File: config.mk
export PLATFORM = sky130hd
export DESIGN_NAME = sysconf_bank
export DESIGN_NICKNAME = d
export VERILOG_FILES = /design/src/sysconf_pkg.sv /design/src/sysconf_bank.sv /design/src/sysconf_unlock.sv
export VERILOG_INCLUDE_DIRS = /design/src
export SDC_FILE = /design/constraint.sdc
export NUM_CORES = 1
export LEC_CHECK = 0
export ABC_AREA = 1
export BUFFER_PORTS_ARGS = -buffer_cell sky130_fd_sc_hd__buf_2
export CAP_MARGIN = 30
export CORE_ASPECT_RATIO = 0.9
export CORE_MARGIN = 4
export CORE_UTILIZATION = 40
export CTS_CLUSTER_SIZE = 30
export DETAILED_ROUTE_END_ITERATION = 16
export PLACE_DENSITY = 0.74
export SYNTH_ARGS = -nofsm -noshare
export SYNTH_HDL_FRONTEND = slang
export SYNTH_SLANG_ARGS = --single-unit
File: constraint.sdc
create_clock -name sys_clk_in -period 1.3 [get_ports sys_clk_in]
set_input_delay 0.26 -clock sys_clk_in [delete_from_list [all_inputs] [get_ports sys_clk_in]]
set_output_delay 0.26 -clock sys_clk_in [all_outputs]
set_load 0.01 [all_outputs]
File: src/sysconf_params.svh
// Offsets, field positions, reset values and key constants of the system configuration bank
`ifndef SYSCONF_PARAMS_SVH
`define SYSCONF_PARAMS_SVH

`define ADDR_BOOT_CONFIGURATION 12'h100
`define ADDR_PERMISSION_GROUPS 12'h110
`define ADDR_DEVICE_REVISION_ID 12'h120
`define ADDR_USER_UNIQUE_ID 12'h130
`define ADDR_SYSTEM_UNLOCK_KEY 12'h140

`define PERM_USB_LSB 22
`define PERM_QUAD_SERIAL_LSB 20
`define PERM_ETHERNET_LSB 18
`define PERM_CRYPTO_LSB 16
`define PERM_SECOND_CAN_LSB 14
`define PERM_FIRST_CAN_LSB 12
`define PERM_CONVERTER_LSB 10
`define PERM_WIRELESS_LSB 8
`define PERM_DEBUG_LSB 6
`define PERM_DMA_LSB 4
`define PERM_FLASH_CTRL_LSB 2
`define PERM_CPU_CODE_LSB 0
`define PERM_USED_WIDTH 24
`define PERM_RESET 24'h000000

`define DEVICE_REVISION_IDENTIFIER_REV_LSB 28
`define DEVICE_REVISION_IDENTIFIER_DEV_WIDTH 28
`define USER_UNIQUE_IDENTIFIER_WIDTH 16
`define USER_UNIQUE_IDENTIFIER_RESET 16'h0000
`define SYSTEM_UNLOCK_KEY_RESET 32'h00000000

`define KEY_FIRST 32'haa996655
`define KEY_SECOND 32'h556699aa

`define BOOT_UNTRUSTED_BIT 31
`define BOOT_SIGN_BIT 29
`define BOOT_CODE_PROTECT_BIT 28
`define BOOT_ISA_BIT 3
`define BOOT_SINGLE_CACHE_BIT 1
`define BOOT_ISA_BLANK 1'b1

`endif

File: src/sysconf_pkg.sv
// Types shared by the system configuration bank
package sysconf_pkg;
    typedef logic [1:0] perm_group_t;
    typedef logic [31:0] word_t;
    typedef enum logic {
        ISA_COMPRESSED,
        ISA_STANDARD
    } isa_e;
    typedef enum {
        KEY_IDLE,
        KEY_HALF
    } key_state_e;
endpackage : sysconf_pkg

File: src/sysconf_bank.sv
// System configuration bank: permission groups, identifiers, key and boot configuration
`timescale 1ns/1ps
`include "sysconf_params.svh"

// Notes on behaviour
// - Two-bit code picks group zero to three
// - USB, quad serial, Ethernet, crypto in 23-16
// - CAN2, CAN1, converter, wireless in 15-8
// - Debug, DMA, flash, CPU in 7-0
// - CPU bus group follows core guest identifier
// - Group fields lockable, reset zero, top zero
// - Identifier: revision 31-28, device 27-0
// - Lockable 16-bit user ID, also JTAG
// - Key register 32-bit RW, watched by lock
// - Two key words in a row unlock, idle cycles between allowed
// - Any other key value relocks
// - Bit 31 flags untrusted boot values
// - Bit 29 reports flash signature state
// - Bit 28 reports code protection
// - Bit 3 picks standard or compressed set
// - Debug boots use debug-control ISA bit
// - Bit 1 routes all fetches to one cache
// - Boot register read-only, loaded after reset release
// - Blank device boots in standard set
module sysconf_bank #(
    parameter logic [3:0] REVISION_NUMBER = 4'h1, // Arbitrary value
    parameter logic [27:0] DEVICE_IDENTIFIER = 28'h0000abc // Arbitrary value
) (
    // Clock and reset
    input wire logic sys_clk_in,
    input wire logic arst_n_in,
    // Register access
    input wire logic [11:0] reg_addr_in,
    input wire logic reg_write_in,
    input wire logic reg_read_in,
    input wire sysconf_pkg::word_t reg_wdata_in,
    output sysconf_pkg::word_t reg_rdata_out,
    // Boot values from flash, sampled in the cycle after reset release
    input wire logic flash_programmed_in,
    input wire logic flash_trusted_in,
    input wire logic flash_signed_in,
    input wire logic flash_code_protect_in,
    input wire logic flash_boot_isa_in,
    input wire logic flash_single_cache_in,
    // Debug boot controls
    input wire logic debug_boot_path_in,
    input wire logic debug_boot_instruction_set_in,
    // CPU guest identifier and JTAG read
    input wire sysconf_pkg::perm_group_t core_guest_identifier_in,
    input wire logic jtag_user_id_read_in,
    output logic [15:0] jtag_user_id_out,
    // Group numbers sent with each initiator's transactions
    output sysconf_pkg::perm_group_t usb_initiator_group_out,
    output sysconf_pkg::perm_group_t quad_serial_initiator_group_out,
    output sysconf_pkg::perm_group_t ethernet_initiator_group_out,
    output sysconf_pkg::perm_group_t crypto_initiator_group_out,
    output sysconf_pkg::perm_group_t second_can_initiator_group_out,
    output sysconf_pkg::perm_group_t first_can_initiator_group_out,
    output sysconf_pkg::perm_group_t converter_initiator_group_out,
    output sysconf_pkg::perm_group_t wireless_initiator_group_out,
    output sysconf_pkg::perm_group_t debug_initiator_group_out,
    output sysconf_pkg::perm_group_t dma_initiator_group_out,
    output sysconf_pkg::perm_group_t flash_controller_initiator_group_out,
    output sysconf_pkg::perm_group_t cpu_code_initiator_group_out,
    output sysconf_pkg::perm_group_t cpu_bus_group_out,
    // Boot results and lock state
    output logic boot_instruction_set_out,
    output logic single_cache_route_select_out,
    output logic code_protection_flag_out,
    output logic system_unlocked_out
);
    import sysconf_pkg::*;

    function automatic perm_group_t group_at(input logic [23:0] groups, input int lsb);
        group_at = groups[lsb +: 2];
    endfunction : group_at

    logic [23:0] initiator_permission_groups;
    logic [23:0] next_initiator_permission_groups;
    logic [15:0] user_unique_identifier;
    logic [15:0] next_user_unique_identifier;
    word_t system_unlock_key;
    word_t next_system_unlock_key;
    word_t boot_configuration;
    word_t next_boot_configuration;
    logic boot_loaded;
    logic next_boot_loaded;
    word_t rdata;
    word_t next_rdata;
    logic [15:0] jtag_id;
    logic [15:0] next_jtag_id;
    logic isa_out;
    logic next_isa_out;
    perm_group_t cpu_group;
    logic unlocked;
    logic key_write;
    logic other_write;

    assign key_write = reg_write_in && reg_addr_in == `ADDR_SYSTEM_UNLOCK_KEY;
    assign other_write = reg_write_in && !key_write;

    sysconf_unlock u_unlock (
        .sys_clk_in(sys_clk_in),
        .arst_n_in(arst_n_in),
        .key_write_in(key_write),
        .key_data_in(reg_wdata_in),
        .other_write_in(other_write),
        .unlocked_out(unlocked)
    );

    // Boot word is captured once, after release, because async reset takes constants only
    always_comb begin
        next_boot_configuration = boot_configuration;
        next_boot_loaded = 1'b1;
        if (!boot_loaded) begin
            next_boot_configuration = '0;
            if (flash_programmed_in && flash_trusted_in) begin
                next_boot_configuration[`BOOT_ISA_BIT] = flash_boot_isa_in;
                next_boot_configuration[`BOOT_SINGLE_CACHE_BIT] = flash_single_cache_in;
            end else begin
                next_boot_configuration[`BOOT_ISA_BIT] = `BOOT_ISA_BLANK;
                next_boot_configuration[`BOOT_UNTRUSTED_BIT] = 1'b1;
            end
            next_boot_configuration[`BOOT_SIGN_BIT] = !flash_signed_in;
            next_boot_configuration[`BOOT_CODE_PROTECT_BIT] = flash_code_protect_in;
        end
    end

    // Register writes
    always_comb begin
        next_initiator_permission_groups = initiator_permission_groups;
        next_user_unique_identifier = user_unique_identifier;
        next_system_unlock_key = system_unlock_key;
        if (reg_write_in) begin
            unique case (reg_addr_in)
                `ADDR_PERMISSION_GROUPS: begin
                    if (unlocked) begin
                        next_initiator_permission_groups = reg_wdata_in[23:0];
                    end
                end
                `ADDR_USER_UNIQUE_ID: begin
                    if (unlocked) begin
                        next_user_unique_identifier = reg_wdata_in[15:0];
                    end
                end
                `ADDR_SYSTEM_UNLOCK_KEY: begin
                    next_system_unlock_key = reg_wdata_in;
                end
                default: begin
                end
            endcase
        end
    end

    // Read data, registered; unmapped reads as zero
    always_comb begin
        next_rdata = rdata;
        if (reg_read_in) begin
            unique case (reg_addr_in)
                `ADDR_BOOT_CONFIGURATION: next_rdata = boot_configuration;
                `ADDR_PERMISSION_GROUPS: next_rdata = {8'h00, initiator_permission_groups};
                `ADDR_DEVICE_REVISION_ID: next_rdata = {REVISION_NUMBER, DEVICE_IDENTIFIER};
                `ADDR_USER_UNIQUE_ID: next_rdata = {16'h0000, user_unique_identifier};
                `ADDR_SYSTEM_UNLOCK_KEY: next_rdata = system_unlock_key;
                default: next_rdata = '0;
            endcase
        end
    end

    always_comb begin
        next_jtag_id = jtag_id;
        if (jtag_user_id_read_in) begin
            next_jtag_id = user_unique_identifier;
        end
        // Debug boots ignore the stored ISA selection
        next_isa_out = debug_boot_path_in ? debug_boot_instruction_set_in
                                          : boot_configuration[`BOOT_ISA_BIT];
    end

    // Guest identifier may move on interrupt entry, so it is registered afresh every cycle rather than held
    assign cpu_group = core_guest_identifier_in;

    always_ff @(posedge sys_clk_in or negedge arst_n_in) begin
        if (!arst_n_in) begin
            initiator_permission_groups <= `PERM_RESET;
            user_unique_identifier <= `USER_UNIQUE_IDENTIFIER_RESET;
            system_unlock_key <= `SYSTEM_UNLOCK_KEY_RESET;
            boot_configuration <= '0;
            boot_loaded <= 1'b0;
            rdata <= '0;
            jtag_id <= '0;
            isa_out <= `BOOT_ISA_BLANK;
            cpu_bus_group_out <= '0;
            system_unlocked_out <= 1'b0;
        end else begin
            initiator_permission_groups <= next_initiator_permission_groups;
            user_unique_identifier <= next_user_unique_identifier;
            system_unlock_key <= next_system_unlock_key;
            boot_configuration <= next_boot_configuration;
            boot_loaded <= next_boot_loaded;
            rdata <= next_rdata;
            jtag_id <= next_jtag_id;
            isa_out <= next_isa_out;
            cpu_bus_group_out <= cpu_group;
            system_unlocked_out <= unlocked;
        end
    end

    // Group outputs drawn straight from the permission flip-flops
    assign usb_initiator_group_out = group_at(initiator_permission_groups, `PERM_USB_LSB);
    assign quad_serial_initiator_group_out =
        group_at(initiator_permission_groups, `PERM_QUAD_SERIAL_LSB);
    assign ethernet_initiator_group_out =
        group_at(initiator_permission_groups, `PERM_ETHERNET_LSB);
    assign crypto_initiator_group_out =
        group_at(initiator_permission_groups, `PERM_CRYPTO_LSB);
    assign second_can_initiator_group_out =
        group_at(initiator_permission_groups, `PERM_SECOND_CAN_LSB);
    assign first_can_initiator_group_out =
        group_at(initiator_permission_groups, `PERM_FIRST_CAN_LSB);
    assign converter_initiator_group_out =
        group_at(initiator_permission_groups, `PERM_CONVERTER_LSB);
    assign wireless_initiator_group_out =
        group_at(initiator_permission_groups, `PERM_WIRELESS_LSB);
    assign debug_initiator_group_out =
        group_at(initiator_permission_groups, `PERM_DEBUG_LSB);
    assign dma_initiator_group_out = group_at(initiator_permission_groups, `PERM_DMA_LSB);
    assign flash_controller_initiator_group_out =
        group_at(initiator_permission_groups, `PERM_FLASH_CTRL_LSB);
    assign cpu_code_initiator_group_out =
        group_at(initiator_permission_groups, `PERM_CPU_CODE_LSB);
    assign reg_rdata_out = rdata;
    assign jtag_user_id_out = jtag_id;
    assign boot_instruction_set_out = isa_out;
    assign single_cache_route_select_out = boot_configuration[`BOOT_SINGLE_CACHE_BIT];
    assign code_protection_flag_out = boot_configuration[`BOOT_CODE_PROTECT_BIT];

    property p_locked_perm_hold;
        @(posedge sys_clk_in) disable iff (!arst_n_in)
        (reg_write_in && reg_addr_in == `ADDR_PERMISSION_GROUPS && !unlocked)
            |=> $stable(initiator_permission_groups);
    endproperty
    a_locked_perm_hold: assert property (p_locked_perm_hold)
        else $error("locked write changed groups");

    property p_locked_user_hold;
        @(posedge sys_clk_in) disable iff (!arst_n_in)
        (reg_write_in && reg_addr_in == `ADDR_USER_UNIQUE_ID && !unlocked)
            |=> $stable(user_unique_identifier);
    endproperty
    a_locked_user_hold: assert property (p_locked_user_hold)
        else $error("locked write changed user id");

    property p_unlocked_perm_write;
        @(posedge sys_clk_in) disable iff (!arst_n_in)
        (reg_write_in && reg_addr_in == `ADDR_PERMISSION_GROUPS && unlocked)
            |=> usb_initiator_group_out == $past(reg_wdata_in[23:22])
                && cpu_code_initiator_group_out == $past(reg_wdata_in[1:0]);
    endproperty
    a_unlocked_perm_write: assert property (p_unlocked_perm_write)
        else $error("group write lost");

    property p_perm_read_top_zero;
        @(posedge sys_clk_in) disable iff (!arst_n_in)
        (reg_read_in && reg_addr_in == `ADDR_PERMISSION_GROUPS) |=> reg_rdata_out[31:24] == 8'h00;
    endproperty
    a_perm_read_top_zero: assert property (p_perm_read_top_zero)
        else $error("group top bits set");

    property p_device_revision_identifier_read;
        @(posedge sys_clk_in) disable iff (!arst_n_in)
        (reg_read_in && reg_addr_in == `ADDR_DEVICE_REVISION_ID)
            |=> reg_rdata_out == {REVISION_NUMBER, DEVICE_IDENTIFIER};
    endproperty
    a_device_revision_identifier_read: assert property (p_device_revision_identifier_read) else $error("identifier read wrong");

    property p_jtag_matches_user;
        @(posedge sys_clk_in) disable iff (!arst_n_in)
        jtag_user_id_read_in |=> jtag_user_id_out == $past(user_unique_identifier);
    endproperty
    a_jtag_matches_user: assert property (p_jtag_matches_user)
        else $error("jtag user id mismatch");

    property p_boot_read_only;
        @(posedge sys_clk_in) disable iff (!arst_n_in)
        boot_loaded ##1 boot_loaded |-> $stable(boot_configuration);
    endproperty
    a_boot_read_only: assert property (p_boot_read_only) else $error("boot word changed");

    property p_untrusted_safe_isa;
        @(posedge sys_clk_in) disable iff (!arst_n_in)
        $rose(boot_loaded) && boot_configuration[`BOOT_UNTRUSTED_BIT]
            |-> boot_configuration[`BOOT_ISA_BIT] && !boot_configuration[`BOOT_SINGLE_CACHE_BIT];
    endproperty
    a_untrusted_safe_isa: assert property (p_untrusted_safe_isa)
        else $error("unsafe boot defaults");

    property p_debug_isa;
        @(posedge sys_clk_in) disable iff (!arst_n_in)
        debug_boot_path_in |=> boot_instruction_set_out == $past(debug_boot_instruction_set_in);
    endproperty
    a_debug_isa: assert property (p_debug_isa) else $error("debug boot ISA wrong");

    property p_cpu_group;
        @(posedge sys_clk_in) disable iff (!arst_n_in)
        // Sampled reset keeps the release edge, where the flop still resets, out
        arst_n_in |=> cpu_bus_group_out == $past(core_guest_identifier_in);
    endproperty
    a_cpu_group: assert property (p_cpu_group) else $error("cpu group not from guest id");

    property p_key_stored;
        @(posedge sys_clk_in) disable iff (!arst_n_in)
        (reg_write_in && reg_addr_in == `ADDR_SYSTEM_UNLOCK_KEY)
            |=> system_unlock_key == $past(reg_wdata_in);
    endproperty
    a_key_stored: assert property (p_key_stored) else $error("key write not stored");
endmodule : sysconf_bank

File: src/sysconf_unlock.sv
// Key sequence watcher that opens and closes the system lock
`timescale 1ns/1ps
`include "sysconf_params.svh"

module sysconf_unlock (
    // Clock and reset
    input wire logic sys_clk_in,
    input wire logic arst_n_in,
    // Key register writes
    input wire logic key_write_in,
    input wire sysconf_pkg::word_t key_data_in,
    // Any other bank write, breaks back-to-back pairing
    input wire logic other_write_in,
    // Lock state
    output logic unlocked_out
);
    import sysconf_pkg::*;

    key_state_e state;
    key_state_e next_state;
    logic unlocked;
    logic next_unlocked;

    always_comb begin
        next_state = state;
        next_unlocked = unlocked;
        unique case (state)
            KEY_IDLE: begin
                if (key_write_in) begin
                    next_unlocked = 1'b0;
                    if (key_data_in == `KEY_FIRST) begin
                        next_state = KEY_HALF;
                    end
                end
            end
            KEY_HALF: begin
                if (key_write_in) begin
                    next_unlocked = (key_data_in == `KEY_SECOND);
                    next_state = (key_data_in == `KEY_FIRST) ? KEY_HALF : KEY_IDLE;
                end else if (other_write_in) begin
                    next_state = KEY_IDLE;
                end
            end
        endcase
    end

    always_ff @(posedge sys_clk_in or negedge arst_n_in) begin
        if (!arst_n_in) begin
            state <= KEY_IDLE;
            unlocked <= 1'b0;
        end else begin
            state <= next_state;
            unlocked <= next_unlocked;
        end
    end

    assign unlocked_out = unlocked;

    property p_key_pair_unlocks;
        @(posedge sys_clk_in) disable iff (!arst_n_in)
        (key_write_in && key_data_in == `KEY_FIRST)
            ##1 (key_write_in && key_data_in == `KEY_SECOND) |=> unlocked;
    endproperty
    a_key_pair_unlocks: assert property (p_key_pair_unlocks)
        else $error("key pair did not unlock");

    property p_other_key_locks;
        @(posedge sys_clk_in) disable iff (!arst_n_in)
        (key_write_in && key_data_in != `KEY_SECOND) |=> !unlocked;
    endproperty
    a_other_key_locks: assert property (p_other_key_locks)
        else $error("non-key write left unlocked");

    property p_no_unlock_without_pair;
        @(posedge sys_clk_in) disable iff (!arst_n_in)
        $rose(unlocked) |-> $past(key_write_in) && $past(state == KEY_HALF);
    endproperty
    a_no_unlock_without_pair: assert property (p_no_unlock_without_pair)
        else $error("unlock without key pair");
endmodule : sysconf_unlock

==> results by stage <==
Yosys:
- The count of different cell masters after synthesis is 32.
- The mean instance size in the synthesized netlist is 9.13 µm².
- The biggest area contributor in the post-synthesis netlist is sky130_fd_sc_hd__dfrtp_1.
- The async set-or-reset flop fraction in the synthesized netlist is 100%.
- By count the netlist is led by sky130_fd_sc_hd__nand2_1, sky130_fd_sc_hd__dfrtp_1, sky130_fd_sc_hd__nand3_1.
- The proportion of synthesized chip area in sequential cells is 56.2%.
- After synthesis, the cell types taking the most area are sky130_fd_sc_hd__dfrtp_1, sky130_fd_sc_hd__nand2_1, sky130_fd_sc_hd__nand3_1.
- Among all cell types in the netlist, the one instantiated most often is sky130_fd_sc_hd__nand2_1.
- The synthesized netlist net count is 703.
- The area of the mapped netlist is 5880 µm².
- In the synthesized netlist the dominant register cell turns out to be sky130_fd_sc_hd__dfrtp_1.
- During synthesis, Yosys emitted a total of 0 warnings.
- The synthesized design contains 0 enable-type register cells.
- After synthesis the netlist holds a flip-flop and latch count of 132.
- The cell count after synthesis is 644.
- The portion of synthesized cell area occupied by the leading cell type is 55.8%.

Worst hold path:
- In this run the worst hold path is classified as in2reg.

Finish:
- Counting the fill cells in the layout gives 1286.
- The post-route netlist has 35.6% of its cells at a drive strength greater than 1.
- For this run, the share of the core covered by cells in the final layout is 55.4%.
- Compared with the post-synthesis result, the final layout area differs by 33.9%.
- The final-stage net count is 878.
- The antenna cell count is 0.

Global route:
- For this run, global-route usage on met1 was measured as 28.8%.
- The maximum number of pins on one net before global-route repair is 49.
- The global-route met2 utilization is 31.3%.
- The number of global-route vias before repair is 5096.
- The initial antenna violation count is 1.
- The global-route usage over all layers is 20.4%.
- The total overflow left after global routing is 0.
- The met3 track utilization from global routing is 5.29%.
- The wire length of the first global-routing pass is 26200 µm.
- After global routing, the most crowded layer is met2.

Timing:
- The number of max-slew violations in the final report is 0.
- The clock period minus final worst setup slack is 1.30 ns.
- The total negative setup slack is 0 ns.
- Setup violations remaining at the end of the flow were counted as 0.
- Static timing analysis puts the maximum clock frequency at 770 MHz.
- Setup repair after global routing could not meet its margin everywhere.
- The setup skew after layout is 0.00403 ns.
- The number of hold violations in the final report was 0.
- Dividing the final minimum period by the clock period gives 99.9%.
- The worst hold slack is 0.0298 ns.

Die:
- The initial standard-cell utilization of the core is 41.4%.
- The number of rows created at floorplan is 41.
- In this run the vertical extent of the chip is 123 µm.
- The area enclosed by the die boundary is 16700 µm².
- In this run the standard cell core region covers 14200 µm².
- During I/O placement, the number of pins put on the boundary was 137.
- From left edge to right edge, the die measures 136 µm.

Worst setup path:
- The launch point of the worst path is boot_instruction_set_out$_DFF_PN1_.
- Data arrives at the worst endpoint at 1.04 ns.
- At the worst endpoint, the required time is 1.04 ns.
- On the critical path the largest part of the delay comes from flip-flops.
- For this design, the slowest cell found on the critical path is sky130_fd_sc_hd__dfstp_2.
- In this run the register-to-register setup slack is 0.18 ns.
- The worst setup path is captured at an output pin.
- Of all nets on the critical path, the largest fanout is 1.
- The worst reg2reg path depth is 6.
- By startpoint and endpoint, the worst setup path is classified as reg2out.
- In this run the number of cells on the critical path is 1.
- The signal on the critical path passes through buf_6.
- The startpoint identified for the worst register-to-register timing path is u_unlock.unlocked_out$_DFFE_PN0P_.
- The worst setup path is launched from a register.
- The number of buffers and inverters on the critical path is 1.
- Following the worst setup path forward leads to its endpoint at boot_instruction_set_out.
- The endpoint of the worst-slack reg-to-reg timing path is initiator_permission_groups[16]$_DFFE_PN0P_.
- The critical path's largest stage delay is 0.52 ns.

Route:
- The total detailed-routing wirelength is 16100 µm.
- In the routed layout, each cell is associated on average with a via count of 4.95.
- In the final routed layout, each cell accounts on average for 15.7 µm.
- In this run the remaining antenna-violating nets after routing total 0.
- For this run, design rule violations remaining after detail routing come to 0.
- The pre-antenna-repair detailed-routing pass consisted of 5 iterations.
- The detailed router's first-iteration violation count is 370.
- The detailed-route via count is 5070.

Pwr:
- For this design the static power due to leakage is 4.27 nW.
- The power density normalized to cell area is 1210 nW/µm².
- The peak supply drop is 0.942 mV.

Clock network:
- The buffer levels on the longest clock path is 2.
- The level count of the clock H-tree is 4.
- Clock-pin slew was measured on the worst setup and hold paths at 0.06 ns.
- Clock tree synthesis found a total of 132 sinks.
- The clock root buffer is sky130_fd_sc_hd__clkbuf_16.
- Counting the buffers created by CTS gives 17.
- The source-to-sink clock delay at the later pin of the worst-skew pair is 0.42 ns.
- The CTS tree is done.

Placed design:
- The detailed-placement wirelength estimate is 11600 µm.
- Routability-driven placement finished with a final weighted congestion of 0.830.
- The number of buffers added on ports is 136.

Status:
- The flow ran to the end, and the final reports show no timing, DRC or antenna violations.

Run:
- The total of max-cap violations is 0.
## state kept, by name, indices dropped and copies added, names as in the netlist
name / cells
initiator_permission_groups: 24
boot_loaded: 1
boot_configuration: 5
system_unlock_key: 32
u_unlock.unlocked_out: 1
user_unique_identifier: 16
boot_instruction_set_out: 1
system_unlocked_out: 1
cpu_bus_group_out: 2
reg_rdata_out: 32
jtag_user_id_out: 16
u_unlock.state: 1
## worst min path at each step
stage	startpoint	to	slack [ns]	cells past startpoint
final	flash_signed_in	boot_configuration[29]$_DFFE_PN0N_	0.03	2
after global placement	arst_n_in	system_unlock_key[9]$_DFFE_PN0P_	0.13	1
after global routing	flash_signed_in	boot_configuration[29]$_DFFE_PN0N_	0.03	2
after floorplan	arst_n_in	boot_configuration[1]$_DFFE_PN0N_	-0.04	0
after detailed placement	arst_n_in	system_unlock_key[9]$_DFFE_PN0P_	0.14	1
after CTS	flash_signed_in	boot_configuration[29]$_DFFE_PN0N_	0.02	2
## cells by family after synthesis
group           count (synthesis)  share of synthesized area, %
mux                            16                          3.07
compound gates                 81                          8.84
simple gates                  342                          26.0
buf+inv                        72                          5.85
flops                         132                          56.2
other cells                     1                        0.0638
## timing repair
| item | CTS | global route |
|---|---|---|
| pin swaps | 0 | 0 |
| setup buffers | 0 | 0 |
| gates resized for setup | 1 | 0 |
| cloned | 0 | 0 |
| endpoints found under the setup margin | 1 | 1 |
| endpoints found under the hold margin | 119 | 0 |
| hold buffers | 4 | 0 |
## cell usage in the layout, fill, tap and decap left out, types with 2 or more instances in the layout
cell,synthesis,layout
sky130_fd_sc_hd__buf_12,0,13
sky130_fd_sc_hd__buf_2,10,134
sky130_fd_sc_hd__buf_4,2,32
sky130_fd_sc_hd__buf_6,7,2
sky130_fd_sc_hd__bufinv_16,0,2
sky130_fd_sc_hd__clkbuf_16,0,17
sky130_fd_sc_hd__clkbuf_8,0,3
sky130_fd_sc_hd__clkinv_2,1,3
sky130_fd_sc_hd__clkinv_4,0,2
sky130_fd_sc_hd__clkinvlp_4,0,4
sky130_fd_sc_hd__dfrtp_1,131,131
sky130_fd_sc_hd__dlygate4sd3_1,0,4
sky130_fd_sc_hd__inv_1,39,38
sky130_fd_sc_hd__inv_4,0,2
sky130_fd_sc_hd__mux2_2,16,16
sky130_fd_sc_hd__nand2_1,221,204
sky130_fd_sc_hd__nand2_2,1,17
sky130_fd_sc_hd__nand2_4,2,3
sky130_fd_sc_hd__nand3_1,72,71
sky130_fd_sc_hd__nand3_2,1,2
sky130_fd_sc_hd__nand4_1,15,15
sky130_fd_sc_hd__nor2_1,10,8
sky130_fd_sc_hd__nor2_4,2,8
sky130_fd_sc_hd__nor3_1,6,6
sky130_fd_sc_hd__nor3_4,2,2
sky130_fd_sc_hd__nor4_1,4,4
sky130_fd_sc_hd__o21ai_0,14,14
sky130_fd_sc_hd__o21ai_1,36,36
sky130_fd_sc_hd__o21ai_2,29,29
## per-stage QoR
stage                     total power (W)  cell area [µm²]  instances  setup slack, ns
after floorplan                   0.00440             5990        644          -0.0231
after global placement            0.00475             7220        989           -0.231
after detailed placement          0.00476             7220        989           -0.278
after CTS                         0.00959             7870       1025          -0.0164
after global routing              0.00984             7870       1025          -0.0318
final                             0.00949             7870       1025         0.000675
## per-layer routing
layer,vias up,wire length (µm)
li1,2474,-
met1,2408,7630
met2,168,7230
met3,18,1070
met4,2,167
met5,-,13
## final cells by class
class / instances / area [µm²] / area share [%]
flip-flops and latches: 132 / 3300 / 42.0
clock buffers: 21 / 470 / 5.98
inverters: 43 / 175 / 2.23
repair buffers: 185 / 1230 / 15.7
clock inverters: 11 / 126 / 1.61
multi-input cells: 440 / 2320 / 29.4
well taps: 193 / 241 / 3.07
## report_power, final
part	internal (W)	switching (W)	total, W
Clock	0.00298	0.00182	0.00480
Sequential	0.00414	0.0000158	0.00415
Combinational	0.000201	0.000336	0.000537
Total	0.00731	0.00218	0.00949
Power figures use the tool's default switching activity.
